### src/verilog/lqta_pkg.sv
// Package: register map, field layout and types for threshold access
package lqta_pkg;
  localparam logic [4:0] LQTA_ADDR_ACCESS  = 5'h1e;
  localparam int         LQTA_RSVD_HI      = 15;
  localparam int         LQTA_SAMPLE_BIT   = 13;
  localparam int         LQTA_WSTROBE_BIT  = 12;
  localparam int         LQTA_PSEL_HI      = 11;
  localparam int         LQTA_PSEL_LO      = 9;
  localparam int         LQTA_BSEL_BIT     = 8;
  localparam int         LQTA_DATA_HI      = 7;
  localparam int         LQTA_NUM_PARAMS   = 5;
  localparam int         LQTA_NUM_ENTRIES  = 10;
  localparam logic [2:0] LQTA_PSEL_RESET   = 3'h0;
  localparam logic [7:0] LQTA_DATA_RESET   = 8'h00;
  localparam logic [7:0] LQTA_THR_LO_RESET = 8'h00;
  localparam logic [7:0] LQTA_THR_HI_RESET = 8'hff;
  localparam logic       LQTA_WSTROBE_READ = 1'b0;

  // Parameter selector encodings
  typedef enum logic [2:0] {
    LQTA_P_EQ_COEF   = 3'h0,
    LQTA_P_DIG_GAIN  = 3'h1,
    LQTA_P_BLW_COMP  = 3'h2,
    LQTA_P_FREQ_OFS  = 3'h3,
    LQTA_P_FREQ_CTRL = 3'h4
  } lqta_param_t;

  // Register bus request bundle
  typedef struct packed {
    logic [4:0]  addr;
    logic [15:0] wdata;
    logic        wr;
    logic        rd;
  } lqta_req_t;

  // Current adapted values from the DSP, one byte each
  typedef struct packed {
    logic [7:0] freq_ctrl;
    logic [7:0] freq_ofs;
    logic [7:0] blw_comp;
    logic [7:0] dig_gain;
    logic [7:0] eq_coef;
  } lqta_params_t;
endpackage

### src/verilog/lqta_threshold_access.sv
// Link quality threshold access register and threshold store
// How it works
// - Threshold writes are dropped while the device is powered down.
// - Bits 15:14 ignore writes and read zero.
// - Writing 1 to the sample trigger captures the current parameter value.
// - The parameter sampled is the one named by the parameter select field.
// - The write strobe updates the entry chosen by parameter and bound.
// - The stored value is the threshold value field of the same register.
// - The write strobe bit always reads a fixed constant.
// - Parameter select is bits 11:9, reset zero, encoding five parameters.
// - One select field serves both sampling and threshold access.
// - Bound select 0 picks the low threshold, 1 the high.
// - Entry index is parameter select followed by bound select.
// - A sampled value crossing an enabled threshold raises the monitor flag.
//
// Register word at the access offset, as software sees it:
//   15:14 reserved, read zero, writes dropped
//   13    sample mode; while set the low byte tracks the live parameter
//   12    threshold write strobe; acts on the write, reads zero
//   11:9  parameter select; codes 5 to 7 have no entries behind them
//   8     bound select, low or high threshold
//   7:0   threshold value on write; sample or threshold on read
// Limitation: in sample mode the read byte is a cycle or two old, not a
// snapshot held from the trigger write.
// Thresholds reset to full scale so every check starts switched off.
//
// The implementer's own choice: the plain strobed port.
module lqta_threshold_access
  import lqta_pkg::*;
#(
  parameter int DATA_W = 8
) (
  input  wire logic         clk,
  input  wire logic         rst_n,
  input  wire lqta_req_t    req,
  output logic [15:0]       rdata,
  input  wire logic         powered_down,
  input  wire logic         monitor_enable,
  input  wire lqta_params_t params,
  output logic              threshold_event,
  output logic              write_pulse
);

  logic [2:0]        psel;
  logic              bsel;
  logic              sample_mode;
  logic [DATA_W-1:0] data_field;
  logic [DATA_W-1:0] sampled;
  logic [DATA_W-1:0] thr_lo [LQTA_NUM_PARAMS];
  logic [DATA_W-1:0] thr_hi [LQTA_NUM_PARAMS];
  logic [DATA_W-1:0] cur_param;
  logic [DATA_W-1:0] sel_thr;
  logic              wr_hit;
  logic              strobe_req;
  logic              sample_req;
  logic [2:0]        wr_psel;
  logic              wr_bsel;
  logic              psel_valid;
  logic              thr_we;
  logic [15:0]       read_word;

  assign wr_hit     = req.wr && (req.addr == LQTA_ADDR_ACCESS);
  assign strobe_req = wr_hit && req.wdata[LQTA_WSTROBE_BIT];
  assign sample_req = wr_hit && req.wdata[LQTA_SAMPLE_BIT];
  assign wr_psel    = req.wdata[LQTA_PSEL_HI:LQTA_PSEL_LO];
  assign wr_bsel    = req.wdata[LQTA_BSEL_BIT];
  assign psel_valid = (psel < 3'(LQTA_NUM_PARAMS));

  // Accepted threshold write; power-down and unused codes both refuse it
  assign thr_we     = strobe_req && !powered_down &&
                      (wr_psel < 3'(LQTA_NUM_PARAMS));

  // Live parameter chosen by the select field
  always_comb begin
    case (lqta_param_t'(psel))
      LQTA_P_EQ_COEF:   cur_param = params.eq_coef;
      LQTA_P_DIG_GAIN:  cur_param = params.dig_gain;
      LQTA_P_BLW_COMP:  cur_param = params.blw_comp;
      LQTA_P_FREQ_OFS:  cur_param = params.freq_ofs;
      LQTA_P_FREQ_CTRL: cur_param = params.freq_ctrl;
      default:          cur_param = '0;
    endcase
  end

  // Selected threshold entry; unused codes read zero
  always_comb begin
    sel_thr = '0;
    if (psel_valid) begin
      sel_thr = bsel ? thr_hi[psel] : thr_lo[psel];
    end
  end

  // Selector fields, stored from every write to the register
  always_ff @(posedge clk or negedge rst_n) begin
    if (!rst_n) begin
      psel        <= LQTA_PSEL_RESET;
      bsel        <= 1'b0;
      sample_mode <= 1'b0;
      data_field  <= LQTA_DATA_RESET;
    end else if (wr_hit) begin
      psel        <= wr_psel;
      bsel        <= wr_bsel;
      sample_mode <= req.wdata[LQTA_SAMPLE_BIT];
      data_field  <= req.wdata[DATA_W-1:0];
    end
  end

  // Sample capture; re-sampled each cycle while sample mode is held
  always_ff @(posedge clk or negedge rst_n) begin
    if (!rst_n) begin
      sampled <= '0;
    end else if (sample_req || sample_mode) begin
      sampled <= cur_param;
    end
  end

  // Threshold store; write uses the selectors of the same write
  always_ff @(posedge clk or negedge rst_n) begin
    if (!rst_n) begin
      for (int i = 0; i < LQTA_NUM_PARAMS; i++) begin
        thr_lo[i] <= LQTA_THR_LO_RESET;
        thr_hi[i] <= LQTA_THR_HI_RESET;
      end
    end else if (thr_we) begin
      if (wr_bsel) begin
        thr_hi[wr_psel] <= req.wdata[DATA_W-1:0];
      end else begin
        thr_lo[wr_psel] <= req.wdata[DATA_W-1:0];
      end
    end
  end

  // Strobe is never stored, only pulsed for one cycle
  always_ff @(posedge clk or negedge rst_n) begin
    if (!rst_n) begin
      write_pulse <= 1'b0;
    end else begin
      write_pulse <= thr_we;
    end
  end

  // Read word built beside the bus so the flop only picks it up
  always_comb begin
    read_word = '0; // Top bits stay zero
    read_word[LQTA_SAMPLE_BIT]  = sample_mode;
    read_word[LQTA_WSTROBE_BIT] = LQTA_WSTROBE_READ;
    read_word[LQTA_PSEL_HI:LQTA_PSEL_LO] = psel;
    read_word[LQTA_BSEL_BIT]    = bsel;
    if (sample_mode) begin
      read_word[DATA_W-1:0] = sampled;
    end else begin
      read_word[DATA_W-1:0] = sel_thr;
    end
  end

  // Read data one cycle after the read strobe, zero otherwise
  always_ff @(posedge clk or negedge rst_n) begin
    if (!rst_n) begin
      rdata <= '0;
    end else if (req.rd && req.addr == LQTA_ADDR_ACCESS) begin
      rdata <= read_word;
    end else begin
      rdata <= '0; // Unmapped addresses read zero
    end
  end

  // Crossing check; full-scale thresholds can never be crossed
  always_ff @(posedge clk or negedge rst_n) begin
    if (!rst_n) begin
      threshold_event <= 1'b0;
    end else begin
      threshold_event <= monitor_enable && psel_valid &&
                         (sampled < thr_lo[psel] ||
                          sampled > thr_hi[psel]);
    end
  end

  // Assertions, one rule each, beside the logic above

  // Power-down swallows the strobe before it reaches the pulse
  pwrdn_block_a: assert property (
    @(posedge clk) disable iff (!rst_n)
    powered_down |=> !write_pulse)
    else $error("threshold write while powered down");

  // Power-down also leaves the addressed low entry untouched
  pwrdn_keep_a: assert property (
    @(posedge clk) disable iff (!rst_n)
    powered_down && strobe_req && !wr_bsel && wr_psel < 3'h5
    |=> thr_lo[$past(wr_psel)] == $past(thr_lo[wr_psel]))
    else $error("threshold changed while powered down");

  // Reserved bits never show anything but zero
  rsvd_zero_a: assert property (
    @(posedge clk) disable iff (!rst_n)
    rdata[15:14] == 2'b00)
    else $error("reserved bits nonzero");

  // Trigger write captures the live parameter on its edge
  sample_value_a: assert property (
    @(posedge clk) disable iff (!rst_n)
    sample_req |=> sampled == $past(cur_param))
    else $error("sample not captured");

  // Held sample mode keeps following the selected parameter
  sample_track_a: assert property (
    @(posedge clk) disable iff (!rst_n)
    sample_mode |=> sampled == $past(cur_param))
    else $error("sample not tracking");

  // Sample mode returns the sample in the low byte
  sample_read_a: assert property (
    @(posedge clk) disable iff (!rst_n)
    req.rd && req.addr == LQTA_ADDR_ACCESS && sample_mode
    |=> rdata[7:0] == $past(sampled))
    else $error("sample readback wrong");

  // Strobe bit reads the fixed constant whatever was written
  strobe_read_a: assert property (
    @(posedge clk) disable iff (!rst_n)
    rdata[LQTA_WSTROBE_BIT] == LQTA_WSTROBE_READ)
    else $error("write strobe read not constant");

  // A pulse lasts one cycle unless a new write follows at once
  pulse_single_a: assert property (
    @(posedge clk) disable iff (!rst_n)
    write_pulse |=> !write_pulse || $past(strobe_req))
    else $error("write pulse stretched");

  // No pulse without a strobe write in the cycle before
  pulse_cause_a: assert property (
    @(posedge clk) disable iff (!rst_n)
    write_pulse |-> $past(strobe_req))
    else $error("write pulse without strobe");

  // Low entry takes the data byte of the same write
  thr_store_a: assert property (
    @(posedge clk) disable iff (!rst_n)
    strobe_req && !powered_down && !wr_bsel && wr_psel < 3'h5
    |=> thr_lo[$past(wr_psel)] == $past(req.wdata[7:0]))
    else $error("low threshold not stored");

  // High entry takes the data byte of the same write
  thr_hi_store_a: assert property (
    @(posedge clk) disable iff (!rst_n)
    strobe_req && !powered_down && wr_bsel && wr_psel < 3'h5
    |=> thr_hi[$past(wr_psel)] == $past(req.wdata[7:0]))
    else $error("high threshold not stored");

  // Codes without an entry give no pulse
  bad_code_a: assert property (
    @(posedge clk) disable iff (!rst_n)
    strobe_req && wr_psel > 3'h4 |=> !write_pulse)
    else $error("pulse for unused selector code");

  // Every write to the register updates both selectors
  sel_follow_a: assert property (
    @(posedge clk) disable iff (!rst_n)
    wr_hit |=> psel == $past(wr_psel) && bsel == $past(wr_bsel))
    else $error("select fields not updated");

  // Selectors read back where they were written
  sel_read_a: assert property (
    @(posedge clk) disable iff (!rst_n)
    req.rd && req.addr == LQTA_ADDR_ACCESS
    |=> rdata[11:8] == {$past(psel), $past(bsel)})
    else $error("selector readback wrong");

  // Threshold mode returns the addressed entry
  read_field_a: assert property (
    @(posedge clk) disable iff (!rst_n)
    req.rd && req.addr == LQTA_ADDR_ACCESS && !sample_mode
    |=> rdata[7:0] == $past(sel_thr))
    else $error("threshold readback wrong");

  // Read data stand only in the cycle after a mapped read
  rdata_idle_a: assert property (
    @(posedge clk) disable iff (!rst_n)
    !(req.rd && req.addr == LQTA_ADDR_ACCESS) |=> rdata == 16'h0000)
    else $error("read data outside read cycle");

  // Monitor off keeps the event low
  event_mask_a: assert property (
    @(posedge clk) disable iff (!rst_n)
    !monitor_enable |=> !threshold_event)
    else $error("event while monitor off");

  // A sample under its low bound raises the event
  event_low_a: assert property (
    @(posedge clk) disable iff (!rst_n)
    monitor_enable && psel_valid && sampled < thr_lo[psel]
    |=> threshold_event)
    else $error("low crossing missed");

  // Main scenarios worth seeing in coverage
  cov_write_c: cover property (@(posedge clk) disable iff (!rst_n)
    strobe_req && !powered_down);

  cov_blocked_c: cover property (@(posedge clk) disable iff (!rst_n)
    strobe_req && powered_down);

  cov_hi_write_c: cover property (@(posedge clk) disable iff (!rst_n)
    strobe_req && !powered_down && wr_bsel);

  cov_sample_c: cover property (@(posedge clk) disable iff (!rst_n)
    sample_req ##1 req.rd);

  cov_event_c: cover property (@(posedge clk) disable iff (!rst_n)
    threshold_event);
endmodule

### config.mk
export PLATFORM = sky130hd
export DESIGN_NAME = lqta_threshold_access
export DESIGN_NICKNAME = d
export VERILOG_FILES = /design/src/verilog/lqta_pkg.sv /design/src/verilog/lqta_threshold_access.sv
export SDC_FILE = /design/constraint.sdc
export NUM_CORES = 1
export LEC_CHECK = 0
export BUFFER_PORTS_ARGS = -buffer_cell sky130_fd_sc_hd__buf_2
export CORE_MARGIN = 2
export CORE_UTILIZATION = 60
export DETAILED_ROUTE_END_ITERATION = 6
export PLACE_DENSITY = 0.93
export SLEW_MARGIN = 25
export SYNTH_ARGS = -nofsm -noshare
export SYNTH_HDL_FRONTEND = slang
export SYNTH_SLANG_ARGS = --single-unit
### constraint.sdc
create_clock -name clk -period 6.8 [get_ports clk]
set_input_delay 0.34 -clock clk [delete_from_list [all_inputs] [get_ports clk]]
set_output_delay 0.34 -clock clk [all_outputs]
set_load 0.01 [all_outputs]
==> results.cfg <==
[clocking]
htreeDepth = 3
cts_setup_buffers = 0
cts_sinks = 108
clk_latency_ns = 0.38
tritoncts = built
cts_buffer_depth = 2
cts_root_buf = clkbuf_8
cts_resized = 0
hold_buffers = 0
numCtsBuffers = 9
clk_pin_slew_ns = 0.10

[timing]
setup_violations = 0
hold_ws_ns = 0.0150
min_period_over_period_pct = 53.1
relSlewSlack_pct = 48.0
final_max_slew_viol_count = 0
fin_tns_setup_ns = 0
fmax_mhz = 277
rsz0062_at_grt = false
clock-skew-final_ns = 0.0156
post-route-min-period_ns = 3.61
final-hold-violation-count = 0
tightest_slew_ns = 0.780

[worst_hold_path]
min_path_type = input port to async pin

[logic_synthesis]
ys_seq_area_share_pct = 49.8
synthTopCellsByArea = dfrtp_1, dfstp_2, mux2_2
ys_ff_latch = 108
synth_cells = 406
yosys.cell_types.count = 50
synth-async-reset-ratio_pct = 100
synth_edf_count = 0
syn_area_sq_um = 5520
synthFlopType = dfrtp_1
syn_area_per_cell_sq_um = 13.6
synth_top_area_share_pct = 30.8
yosysWarnings = 0
yosys.area.top_type = dfrtp_1

[place]
gp_congestion = 0.817
port_buffers = 79
dp_hpwl_mm = 9.01
placed_area_sq_um = 5960

[drt]
drtAntennaViolNets = 0
drt_iter0_markers = 210
drc = 0
num_vias = 3800
wl_mm = 12.5
vias_per_cell = 6.39
wl_per_cell_um = 21.0
firstDrtPassIters = 5

[critical_path]
required_ns = 7.13
path_max_fanout = 20
cp.buffers_inverters = 1
cp-start-kind = flop
cp_top_family = compound AO/OA/AOI/OAI gates
cpMaxStageDelayCell = nor3_4
crit_chain = clkinv_1 -> nor3_4 -> a22oi_1 -> ha_1 -> a2111oi_0 -> a211oi_1 -> o21ai_0 -> a22o_1
critPathCaptureType = flop
crit_arrival_ns = 3.94
slowest_delay_ns = 0.75
critPathKind = flop to flop

[finish]
syn_to_final_growth_pct = 11.4
fin_nets = 561
layout_commonest_cell = mux2_2
seq_area_sq_um = 2750
final_cell_mix = mux2_2, buf_2, dfrtp_1
fin_util_pct = 67.9
drive_above_1_share_pct = 51.9
fin_area_sq_um = 6150
multi_input_area_sq_um = 2640
diodes = 0
nFillCells = 639

[global_routing]
grt_pass1_vias = 3856
grt-ovfl-total = 0
grt_max_degree = 65
grt_util_all_layers_pct = 26.2
grt_first_pass_wirelength_mm = 19.9
antenna_found_initial = 0

[floorplanning]
die_h_um = 99.9
io_pins = 85
dieArea_sq_um = 9990
core_region_area_sq_um = 9060
std_cell_rows = 35
start_util_pct = 60.9
die_w_um = 99.9

[power]
power.ir.vdd_worst_v = 0.000106
leakage_nw = 2.81
p_per_area_nw_per_um2 = 230

[flow_run]
drv_cap = 0

[run_status]
status = finished clean
## synthesized netlist by cell type, types with 7 or more instances
master and instances:
o21ai_0 26, dfstp_2 40, nor2_1 16, mux4_2 16, mux2_2 82, mux2i_1 16
clkbuf_1 7, a21oi_1 7, a2bb2oi_1 7, nand2_1 9, buf_2 7, dfrtp_1 68
ha_1 15, a22oi_1 12
## registers in the layout (all words and copies together) (netlist names)
register	flops
sample_mode	1
write_pulse	1
psel	3
rdata	13
thr_hi	40
bsel	1
thr_lo	40
sampled	8
threshold_event	1
## cells by family (layout without fill, tap and decap cells)
family | after synthesis | in the layout | share of synthesized area [%]
multiplexers | 117 | 117 | 26.8
flip-flops | 108 | 108 | 49.8
AO/OA/AOI/OAI | 74 | 74 | 8.99
AND/OR/NAND/NOR | 65 | 65 | 8.29
buffers and inverters | 26 | 102 | 2.65
adder cells (fa/ha/maj) | 15 | 15 | 3.40
other | 1 | 3 | 0.0679
## power by group
part | switching [mW] | internal [mW] | total (mW)
sequential | 0.0539 | 0.679 | 0.733
combinational | 0.177 | 0.132 | 0.309
clock | 0.223 | 0.148 | 0.371
total | 0.454 | 0.959 | 1.41
## path summary, 6_finish.rpt
path,start,endpoint,slack (ns),cells after the start
hold reg to reg,thr_lo[26],thr_lo[26],0.50,1
hold / removal,rst_n,sampled[5],0.01,1
setup reg to reg,psel[2],threshold_event,3.19,8
max in group asynchronous,rst_n,thr_hi[14],5.74,2
min in group clk,req[14],write_pulse,0.21,3
setup / recovery,psel[2],threshold_event,3.19,8
## area by class of cell
type                            instances  share of cell area (%)
Tap cell                              111                    2.26
Timing Repair Buffer                   82                    6.83
Multi-Input combinational cell        274                    42.9
Clock inverter                          5                   0.712
Clock buffer                           11                    2.30
Inverter                                4                   0.244
Sequential cell                       108                    44.8
## metrics by stage
stage | power (mW) | setup slack (ns) | std cells
6_report | 1.41 | 3.19 | 595
5_1_grt | 1.48 | 2.92 | 595
4_1_cts | 1.41 | 3.05 | 595
3_5_place_dp | 1.04 | 3.09 | 579
3_3_place_gp | 1.02 | 3.19 | 579
2_1_floorplan | 0.936 | 4.38 | 408
## metal layers
| layer | wire length, um | vias to the layer above | GRT usage, % |
|---|---|---|---|
| li1 | - | 1676 | - |
| met1 | 4910 | 1949 | 31.7 |
| met2 | 6570 | 146 | 45.2 |
| met3 | 713 | 29 | 5.78 |
| met4 | 331 | 0 | 11.9 |
| met5 | 0 | - | 0 |
(Power assumes the default switching activity.)
